[src/gpc_pkg.sv]
// shared constants for the four-pin port configuration block
package gpc_pkg;

  // ----------------------------------------------------------------
  // register indices (byte address = base + 4 * index)
  // ----------------------------------------------------------------
  localparam logic [7:0] IDX_CTL = 8'h40;
  localparam logic [7:0] IDX_PULL = 8'h42;
  localparam logic [7:0] IDX_LEVEL = 8'h43;
  localparam logic [7:0] IDX_ROUTE0 = 8'h44;

  // ----------------------------------------------------------------
  // window bases in the global address space
  // ----------------------------------------------------------------
  localparam logic [15:0] BASE_BLOCKING = 16'h0200;
  localparam logic [15:0] BASE_NONBLOCKING = 16'h0300;
  localparam int IDX_LSB = 2;
  localparam int IDX_MSB = 9;

  // ----------------------------------------------------------------
  // field positions
  // ----------------------------------------------------------------
  localparam int CTL_CONN_LSB = 0;
  localparam int CTL_DIR_LSB = 4;
  localparam int CTL_CONN_MASK_LSB = 8;
  localparam int CTL_DIR_MASK_LSB = 12;
  localparam int PULL_LSB = 0;
  localparam int ROUTE_BUS_POS = 1;
  localparam int ROUTE_SER_POS = 2;
  localparam int ROUTE_CAP_LSB = 3;

  // ----------------------------------------------------------------
  // reset values and bus codes
  // ----------------------------------------------------------------
  localparam logic [15:0] CTL_RST = 16'h0000;
  localparam logic [7:0] PULL_RST = 8'h00;
  localparam logic [7:0] ROUTE0_RST = 8'h00;
  localparam logic [1:0] HTRANS_NONSEQ = 2'h2;
  localparam logic HRESP_OKAY = 1'b0;

endpackage

[src/gpc_pad_ctl.sv]
// per-pin pad steering: output enables, input connect, pulls, buffer level
module gpc_pad_ctl #(
  parameter int NUM_IO = 3
) (
  input wire logic [NUM_IO-1:0] dir,            // 1 = output
  input wire logic [NUM_IO:0] conn,             // 1 = pin connected
  input wire logic [NUM_IO:0] pull,             // pull-up bits, top bit pull-down
  input wire logic [NUM_IO-1:0] drive,          // output value per i/o pin
  input wire logic [NUM_IO:0] pad_di,           // pad receiver levels
  input wire logic wake_read_en,                // lets the wake pin reach its buffer
  output logic [NUM_IO-1:0] pad_do,             // pad output values
  output logic [NUM_IO-1:0] pad_oe_b,           // low while driving
  output logic [NUM_IO:0] pin_in_en,            // input receiver connected
  output logic [NUM_IO-1:0] pullup_on,          // pull-up enables
  output logic pin3_pulldown_on,                // pull-down on the wake pin
  output logic [NUM_IO:0] buf_level             // level seen at each buffer
);

  // ----------------------------------------------------------------
  // parameter check
  // ----------------------------------------------------------------
  // the wake pin sits above the i/o pins, so at least one i/o pin is needed
  if (NUM_IO < 1) begin : g_bad_num_io
    $error("NUM_IO must be at least 1");
  end

  // ----------------------------------------------------------------
  // bidirectional pins
  // ----------------------------------------------------------------
  // the logic behind each pin keeps running; conn only couples the pad
  for (genvar i = 0; i < NUM_IO; i++) begin : g_io
    // direction selects driver
    assign pad_oe_b[i] = ~(conn[i] & dir[i]);
    assign pad_do[i] = drive[i];
    // disabled pin floats
    assign pin_in_en[i] = conn[i];
    // pull-up per pin
    assign pullup_on[i] = pull[i];
    assign buf_level[i] = pad_di[i] & conn[i];
  end

  // ----------------------------------------------------------------
  // input-only wake pin
  // ----------------------------------------------------------------
  // input only when connected
  assign pin_in_en[NUM_IO] = conn[NUM_IO];
  // pull-down on wake pin
  assign pin3_pulldown_on = pull[NUM_IO];
  // high-voltage input stage reaches the buffer only when enabled
  assign buf_level[NUM_IO] = pad_di[NUM_IO] & conn[NUM_IO] & wake_read_en;

endmodule

[src/gpc_port_cfg.sv]
// top of the four-pin port configuration block with its AHB-Lite slave
// What this block does
// A direction bit changes on a control write only when its direction mask bit in that write is one.
// A pin connect bit changes on a control write only when its connect mask bit in that write is one.
// Direction bits 6, 5, 4 make pins 2, 1, 0 inputs when zero and outputs when one.
// Connect bits 2, 1, 0 leave pins 2, 1, 0 floating when zero and couple them for input/output when one.
// Connect bit 3 leaves pin 3 floating when zero and couples it as an input only when one.
// The port logic runs whatever the connect bits say; they only couple it to the pad buffers.
// Software touches the control register only as a 16-bit word, never by byte.
// Pull bit 3 switches the pin 3 pull-down on when one and off when zero.
// Pull bits 2, 1, 0 switch the pull-ups of pins 2, 1, 0 on when one and off when zero.
// The level register returns in bits 3 to 0 the buffer values of pins 3 to 0 and ignores writes.
// Software sets the high-voltage wake read enable before reading the pin 3 level in normal mode.
// Routing bits 6 to 3 couple the pin 0 buffer to capture channels 3 to 0 when one.
// Routing bit 2 couples the pin 0 buffer to the serial receive input when one.
// Routing bit 1 couples the pin 0 buffer to the bus transmit input when one.
// Registers decode relative to base 0x0200 for blocking and 0x300 for non-blocking access.
// Mask, unused and reserved bits read as zero and writes to unused bits are dropped.
// After reset every direction, connect, pull and routing bit is zero.
//
// Added by the designer: register access over AHB-Lite.
module gpc_port_cfg #(
  parameter int ADDR_W = 16
) (
  input wire logic ref_clk,                       // system clock
  input wire logic rst_b,                         // async reset, active low
  input wire logic hsel,                          // slave select
  input wire logic [ADDR_W-1:0] haddr,            // byte address
  input wire logic [1:0] htrans,                  // transfer type
  input wire logic hwrite,                        // 1 = write
  input wire logic [2:0] hsize,                   // word only
  input wire logic [31:0] hwdata,                 // write data
  input wire logic hready,                        // bus ready
  output logic hreadyout,                         // never stalls
  output logic [31:0] hrdata,                     // read data
  output logic hresp,                             // always okay
  input wire logic [2:0] pin_drive,               // output values for pins 0..2
  input wire logic [3:0] pad_di,                  // pad levels, pins 0..3
  input wire logic high_voltage_wake_read_enable, // from pin 3 routing logic
  output logic [2:0] pad_do,                      // pad output values
  output logic [2:0] pad_oe_b,                    // low while driving
  output logic [3:0] pin_in_en,                   // input receivers coupled
  output logic [2:0] pullup_on,                   // pull-ups pins 0..2
  output logic pin3_pulldown_on,                  // pull-down pin 3
  output logic [3:0] route_to_capture,            // capture channels 3..0
  output logic route_to_serial_receive,           // serial receive input
  output logic route_to_bus_transmit              // bus transmit input
);

  // ----------------------------------------------------------------
  // parameter check
  // ----------------------------------------------------------------
  // both windows together span up to 0x6FF
  if (ADDR_W < 11) begin : g_bad_addr_w
    $error("ADDR_W too small for the register windows");
  end

  // ----------------------------------------------------------------
  // reset release
  // ----------------------------------------------------------------
  logic [1:0] rst_sync_ff;
  logic rst_sync_b;

  // two-stage release, assertion stays asynchronous
  always_ff @(posedge ref_clk or negedge rst_b) begin
    if (!rst_b) begin
      rst_sync_ff <= 2'h0;
    end else begin
      rst_sync_ff <= {rst_sync_ff[0], 1'b1};
    end
  end
  assign rst_sync_b = rst_sync_ff[1];

  // ----------------------------------------------------------------
  // state
  // ----------------------------------------------------------------
  typedef struct packed {
    logic [2:0] dir;
    logic [3:0] conn;
    logic [3:0] pull;
    logic [3:0] cap;
    logic ser;
    logic bus;
    logic wr_pend;
    logic [7:0] wr_idx;
    logic [31:0] rdata;
  } gpc_state_s;

  localparam gpc_state_s ST_RST = '{
    dir: gpc_pkg::CTL_RST[6:4],
    conn: gpc_pkg::CTL_RST[3:0],
    pull: gpc_pkg::PULL_RST[3:0],
    cap: gpc_pkg::ROUTE0_RST[6:3],
    ser: gpc_pkg::ROUTE0_RST[2],
    bus: gpc_pkg::ROUTE0_RST[1],
    wr_pend: 1'b0,
    wr_idx: 8'h00,
    rdata: 32'h0000_0000
  };

  gpc_state_s st_ff;
  gpc_state_s nxt_st;
  logic [3:0] buf_level;
  logic acc;
  logic dec_hit;
  logic [7:0] dec_idx;

  // ----------------------------------------------------------------
  // address decode
  // ----------------------------------------------------------------
  function automatic logic is_reg(input logic [7:0] idx);
    return (idx == gpc_pkg::IDX_CTL) || (idx == gpc_pkg::IDX_PULL) ||
           (idx == gpc_pkg::IDX_LEVEL) || (idx == gpc_pkg::IDX_ROUTE0);
  endfunction

  // returns {hit, index}; the two windows never claim the same address
  function automatic logic [8:0] decode(input logic [ADDR_W-1:0] a);
    logic [ADDR_W-1:0] rb;
    logic [ADDR_W-1:0] rn;
    logic hb;
    logic hn;
    rb = a - ADDR_W'(gpc_pkg::BASE_BLOCKING);
    rn = a - ADDR_W'(gpc_pkg::BASE_NONBLOCKING);
    hb = (rb[ADDR_W-1:gpc_pkg::IDX_MSB+1] == '0) && (rb[1:0] == 2'h0) &&
         is_reg(rb[gpc_pkg::IDX_MSB:gpc_pkg::IDX_LSB]);
    hn = (rn[ADDR_W-1:gpc_pkg::IDX_MSB+1] == '0) && (rn[1:0] == 2'h0) &&
         is_reg(rn[gpc_pkg::IDX_MSB:gpc_pkg::IDX_LSB]);
    if (hb) begin
      return {1'b1, rb[gpc_pkg::IDX_MSB:gpc_pkg::IDX_LSB]};
    end else if (hn) begin
      return {1'b1, rn[gpc_pkg::IDX_MSB:gpc_pkg::IDX_LSB]};
    end
    return 9'h000;
  endfunction

  // both windows decoded
  assign {dec_hit, dec_idx} = decode(haddr);
  assign acc = hsel && (htrans == gpc_pkg::HTRANS_NONSEQ) && hready;

  // ----------------------------------------------------------------
  // next state
  // ----------------------------------------------------------------
  // writes land in the data phase; a read in the same cycle sees them
  always_comb begin
    nxt_st = st_ff;
    if (st_ff.wr_pend) begin
      case (st_ff.wr_idx)
        gpc_pkg::IDX_CTL: begin
          // one 16-bit word carries data and masks
          for (int i = 0; i < 3; i++) begin
            // masked direction update
            if (hwdata[gpc_pkg::CTL_DIR_MASK_LSB+i]) begin
              nxt_st.dir[i] = hwdata[gpc_pkg::CTL_DIR_LSB+i];
            end
          end
          for (int i = 0; i < 4; i++) begin
            // masked connect update
            if (hwdata[gpc_pkg::CTL_CONN_MASK_LSB+i]) begin
              nxt_st.conn[i] = hwdata[gpc_pkg::CTL_CONN_LSB+i];
            end
          end
        end
        gpc_pkg::IDX_PULL: begin
          // upper bits dropped
          nxt_st.pull = hwdata[gpc_pkg::PULL_LSB+:4];
        end
        gpc_pkg::IDX_ROUTE0: begin
          nxt_st.cap = hwdata[gpc_pkg::ROUTE_CAP_LSB+:4];
          nxt_st.ser = hwdata[gpc_pkg::ROUTE_SER_POS];
          nxt_st.bus = hwdata[gpc_pkg::ROUTE_BUS_POS];
        end
        // level register ignores writes
        default: begin
        end
      endcase
    end
    nxt_st.wr_pend = acc && hwrite && dec_hit;
    nxt_st.wr_idx = dec_idx;
    // masks, unused bits and unmapped addresses read zero
    nxt_st.rdata = 32'h0000_0000;
    if (acc && !hwrite && dec_hit) begin
      case (dec_idx)
        gpc_pkg::IDX_CTL: nxt_st.rdata = {25'h0000000, nxt_st.dir, nxt_st.conn};
        gpc_pkg::IDX_PULL: nxt_st.rdata = {28'h0000000, nxt_st.pull};
        // live buffer levels
        gpc_pkg::IDX_LEVEL: nxt_st.rdata = {28'h0000000, buf_level};
        gpc_pkg::IDX_ROUTE0: nxt_st.rdata = {25'h0000000, nxt_st.cap, nxt_st.ser, nxt_st.bus, 1'b0};
        default: nxt_st.rdata = 32'h0000_0000;
      endcase
    end
  end

  // everything cleared at reset
  always_ff @(posedge ref_clk or negedge rst_sync_b) begin
    if (!rst_sync_b) begin
      st_ff <= ST_RST;
    end else begin
      st_ff <= nxt_st;
    end
  end

  // ----------------------------------------------------------------
  // bus answer
  // ----------------------------------------------------------------
  // zero wait states, so the slave never holds the bus
  assign hreadyout = 1'b1;
  assign hresp = gpc_pkg::HRESP_OKAY;
  assign hrdata = st_ff.rdata;

  // ----------------------------------------------------------------
  // pads
  // ----------------------------------------------------------------
  // logic live, pads coupled by conn
  gpc_pad_ctl #(
    .NUM_IO(3)
  ) gpc_pad_ctl_inst (
    .dir(st_ff.dir),
    .conn(st_ff.conn),
    .pull(st_ff.pull),
    .drive(pin_drive),
    .pad_di(pad_di),
    .wake_read_en(high_voltage_wake_read_enable),
    .pad_do(pad_do),
    .pad_oe_b(pad_oe_b),
    .pin_in_en(pin_in_en),
    .pullup_on(pullup_on),
    .pin3_pulldown_on(pin3_pulldown_on),
    .buf_level(buf_level)
  );

  // ----------------------------------------------------------------
  // pin 0 input routing
  // ----------------------------------------------------------------
  // capture channel routing
  assign route_to_capture = {4{buf_level[0]}} & st_ff.cap;
  // serial receive routing
  assign route_to_serial_receive = buf_level[0] & st_ff.ser;
  // bus transmit routing
  assign route_to_bus_transmit = buf_level[0] & st_ff.bus;
endmodule

[config.mk]
export PLATFORM = sky130hd
export DESIGN_NAME = gpc_port_cfg
export DESIGN_NICKNAME = d
export VERILOG_FILES = /design/src/gpc_pkg.sv /design/src/gpc_pad_ctl.sv /design/src/gpc_port_cfg.sv
export SDC_FILE = /design/constraint.sdc
export NUM_CORES = 1
export LEC_CHECK = 0
export BUFFER_PORTS_ARGS = -buffer_cell sky130_fd_sc_hd__buf_2
export CAP_MARGIN = 20
export CORE_ASPECT_RATIO = 0.5
export CORE_MARGIN = 4
export CORE_UTILIZATION = 47
export CTS_BUF_LIST = sky130_fd_sc_hd__clkbuf_8
export CTS_CLUSTER_DIAMETER = 40
export CTS_CLUSTER_SIZE = 24
export DETAILED_ROUTE_END_ITERATION = 7
export PLACE_DENSITY_LB_ADDON = 0.1
export SETUP_SLACK_MARGIN = 0.02
export SLEW_MARGIN = 20
export SYNTH_ARGS = -nofsm -noshare
export SYNTH_HDL_FRONTEND = slang
export SYNTH_SLANG_ARGS = --single-unit
[constraint.sdc]
create_clock -name ref_clk -period 2 [get_ports ref_clk]
set_input_delay 0.1 -clock ref_clk [delete_from_list [all_inputs] [get_ports ref_clk]]
set_output_delay 0.1 -clock ref_clk [all_outputs]
set_load 0.02 [all_outputs]
; Yosys cells after proc, flatten, opt, wreduce, memory -nomap -nowiden
; Cells that the tools add are included.
[classes]
n_addsub = 2
n_eq_ne = 16
muxes = 18
bitwise = 14
n_reduce_logical = 21
[ops]
columns = cell, count
row1 = $eq A8 B7 Y1 const B, 15
row2 = $sub A16 B10 Y16 const B, 2
row3 = $pmux W7 S4, 1
row4 = $mux W9, 3
row5 = $mux W17, 1
row6 = $mux W7, 2
row7 = $logic_not A6 Y1, 2
row8 = $and A1 B1 Y1, 10
row9 = $logic_and A1 B1 Y1, 10
row10 = $mux W1, 9
row11 = $logic_or A1 B1 Y1, 6
row12 = $mux W6, 1
row13 = $and A4 B4 Y4, 1
row14 = $logic_not A2 Y1, 2
row15 = $mux W4, 1
row16 = $not A1 Y1, 3
row17 = $eq A2 B2 Y1 const B, 1
row18 = $logic_not A1 Y1, 1
[word_totals]
register_bits = 60
inputBits = 66
wordCells = 81

; Logic depth before layout (Yosys ltp)
[depth]
ltp_word = 12
ltp_mapped = 7

; By module
; A second synthesis with hierarchy kept.
[unflattened]
hier_cells = 192
area_unflattened_um2 = 2087.0
[by_module_without_submodules]
columns = mod, instances, cells_each, area_per_inst_um2
row1 = gpc_port_cfg, 1, 174, 1968.1
row2 = gpc_pad_ctl, 1, 18, 118.9

; Worst setup path before layout
; Ideal clock, no wire load.
[synth_path]
kind = flip-flop to flip-flop
startpoint = register st_ff[32] (netlist name)
endpoint = register st_ff (netlist bit hrdata[0])
setup_time_ns = 0.140
arrival_ns = 1.495
required_ns = 1.860
slack_ns = 0.365
stages_incl_launch_ff = 6
n_path_buf = 0
path_cell_list = dfrtp_1 > nor4_4 > nand3_2 > mux2_2 > o211ai_1 > a21oi_1
[synth_lines]
columns = element, line
row1 = from (decl), gpc_port_cfg.sv:101  ; gpc_state_s st_ff;
row2 = from (signal assigned), gpc_port_cfg.sv:198  ; st_ff <= nxt_st;

==> metrics <==
reg2reg end hrdata[1]$_DFF_PN0_; Net Sw Power 0.000372 W; CP Data Arrival Time 2000 ps; via/cell ratio 4.92; largest net degree at the start of global routing 14; TritonCTS clock tree yes; die area 5500 um2; Logic pwr share 12.8%; Worst-path clk slew 70 ps; Starting Density 50.5%; Fin. Hold Viols 0; die width 101 um; cells along the critical path nor4bb_2, buf_4, nand4_4, mux2_2, a22oi_1, a21oi_1; maximum fanout along the worst path 9; Vert. Die Dim 54.5 um; CTS Buffer Depth 2; Starting DRT DRC Count 37; H-tree level count 2; Worst Hold End st_ff[45]$_DFF_PN0_; R2R Path Start st_ff[36]$_DFF_PN0_; status finished clean; initial antenna violation count 0; Core Rows 16; synthesized flop and latch total 35; Area Overhead vs Synth 15.8%; diode count 0; Net Sw Frac 25.3%; RSZ-0062 raised after global routing false; crit-path leading delay family simple AND/OR/NAND/NOR gates; WP depth 6; CTS sink cnt 35; Tightest Pin Transition 590 ps; P per Cell Area 625 nW/um2; fin nets 325; final wirelength 4310 um; io pins 120; largest vdd supply drop 0.260 mV; Slew HR 60.5%; hold slack final 80.9 ps; root buffer cell clkbuf_8; Final Skew 10.3 ps; Worst Setup End Kind register; vias in the first global route 1401; worst path required time 2180 ps; share of layout cells above drive strength 1 39.1%; part of the cycle the worst path needs 91.4%; worst-skew pair later-pin latency 290 ps; flop-to-flop setup slack 170 ps; post-route ant nets 0; Fin Setup TNS 0 ps; Min-Delay Path Class primary input to register; Yosys cell types 36; minimum clock period 1830 ps; Peak Freq 547 MHz; total CTS buffers 5; synthesized instance count 193; mapped cell area 2030 um2; top_reg_cell synth dfrtp_1; Internal 0.00110 W; Core ar. 4020 um2; DRC 0; crit path kind register to register; post-DP HPWL 3460 um; vias after detailed routing 1525; first-pass GRT wire length 6520 um; worst r2r path cells 6; fill count 375; critical path's largest stage delay 370 ps; Max Cap Viol 0; area of all sequential standard cells 876 um2; Slowest-stage cell, CP dfrtp_1; router iterations before antenna repair 4; global route overflow 0; Leakage 1.21 nW; final core area utilization 58.5%; mean area per synthesized cell 10.5 um2; Hold Path Stages 2; sequential power share 50.0%; area of the multi-input gates 913 um2; Seq/Total Area, Yosys 43.1%; Critical Path Source Type register; number of synthesized flops with an enable pin 0; DR WL/cell 13.9 um; WP buf/inv 1; Warnings, synthesis 0; Slew Viols, Final 0; Setup violations, final 0; HP Start hwdata[5]; fraction of registers with async set/reset 100%; Global Route Usage Sum 16.0%; PortBufs 65; gpl congestion 0.828; clock share of power 37.2%
==> area by class of cell <==
| cell class | instances | share of cell area, % |
|---|---|---|
| multi-input combinational | 137 | 38.8 |
| sequential | 35 | 37.2 |
| inverter | 4 | 0.638 |
| clock buffer | 7 | 4.10 |
| timing repair buffer | 72 | 16.2 |
| clock inverter | 1 | 0.160 |
| tap | 54 | 2.87 |
==> metal layers <==
metal | GRT usage, % | vias to the layer above | wire (um)
met5 | 0 | - | 0
met4 | 7.95 | 0 | 99
met3 | 3.94 | 14 | 424
met2 | 25.1 | 79 | 1900
met1 | 21.0 | 705 | 1890
li1 | - | 727 | -
==> power groups by stage <==
stage	clock network (W)	logic, W	registers (W)
3_3_place_gp	0	0.000181	0.000748
2_1_floorplan	0	0.000155	0.000753
3_5_place_dp	0	0.000184	0.000750
6_report	0.000547	0.000188	0.000735
5_1_grt	0.000598	0.000207	0.000737
4_1_cts	0.000566	0.000186	0.000736
==> cells by family after synthesis <==
logic type | count (synthesis) | share of synthesized area (%)
buf+inv | 50 | 17.6
compound gates | 23 | 7.64
mux | 19 | 10.4
xor+xnor | 1 | 0.431
fa+ha+maj | 4 | 2.46
flops | 35 | 43.1
other cells | 2 | 0.370
simple gates | 59 | 18.0
==> cells in the final DEF (no fill, tap or decap), drive strengths merged, types with 2 or more instances in the layout <==
master,instances
conb,31
nor2b,5
and3,7
inv,5
a21oi,7
nor4,5
clkbuf,7
nand3,4
nand2,11
buf,71
a22oi,6
mux2,17
nand4b,8
dfrtp,35
o21ai,2
ha,4
mux2i,2
nor3,2
nor2,12
==> how the worst max path moves through the flow <==
stage	startpoint	end	slack (ps)
2_1_floorplan	st_ff[32]$_DFF_PN0_	hrdata[0]$_DFF_PN0_	370
3_3_place_gp	haddr[8]	hrdata[0]$_DFF_PN0_	210
3_5_place_dp	haddr[8]	hrdata[0]$_DFF_PN0_	150
4_1_cts	st_ff[36]$_DFF_PN0_	hrdata[1]$_DFF_PN0_	180
5_1_grt	st_ff[32]$_DFF_PN0_	hrdata[3]$_DFF_PN0_	40
6_report	st_ff[36]$_DFF_PN0_	hrdata[1]$_DFF_PN0_	170
==> per-stage QoR <==
stage	cell area, um2	std cells	total power [W]	worst slack (ps)
after floorplan	2140	222	0.000907	365
after global placement	2240	301	0.000929	208
after detailed placement	2240	301	0.000934	147
after CTS	2350	310	0.00149	175
after global routing	2350	310	0.00154	43.9
final	2350	310	0.00147	172
==> what timing repair did <==
action                                  CTS  global route
resized for setup                         0             0
hold endpoints to repair                  2             0
hold buffers                              1             0
endpoints found under the setup margin    0             0
buffers inserted                          0             0
==> worst reg2reg max path, cell delays in order (launching register included) <==
cell and delay [ps]:
dfrtp_1 370, nor4bb_2 310, buf_4 230, nand4_4 170, mux2_2 330, a22oi_1 210, a21oi_1 100
==> sequential cells by signal, summed over array words and instances, names as in the netlist <==
register / flops
rst_sync_ff: 2
st_ff: 26
hrdata: 7
==> cells in the mapped netlist, types with 2 or more instances <==
cell | n | area share [%]
buf_4 | 45 | 17
dfrtp_1 | 35 | 43
mux2_2 | 17 | 9.4
nor2_1 | 12 | 2.2
nand2_1 | 11 | 2.0
nand4b_1 | 8 | 3.4
a21oi_1 | 7 | 1.7
and3_1 | 7 | 2.2
a22oi_1 | 6 | 2.2
nor2b_1 | 5 | 1.5
ha_1 | 4 | 2.5
inv_1 | 4 | 0.74
nor4_1 | 4 | 1.2
nand3_1 | 3 | 0.74
conb_1 | 2 | 0.37
mux2i_1 | 2 | 0.99
nor3_1 | 2 | 0.49
Note: power is estimated with default switching activity, not from simulation.
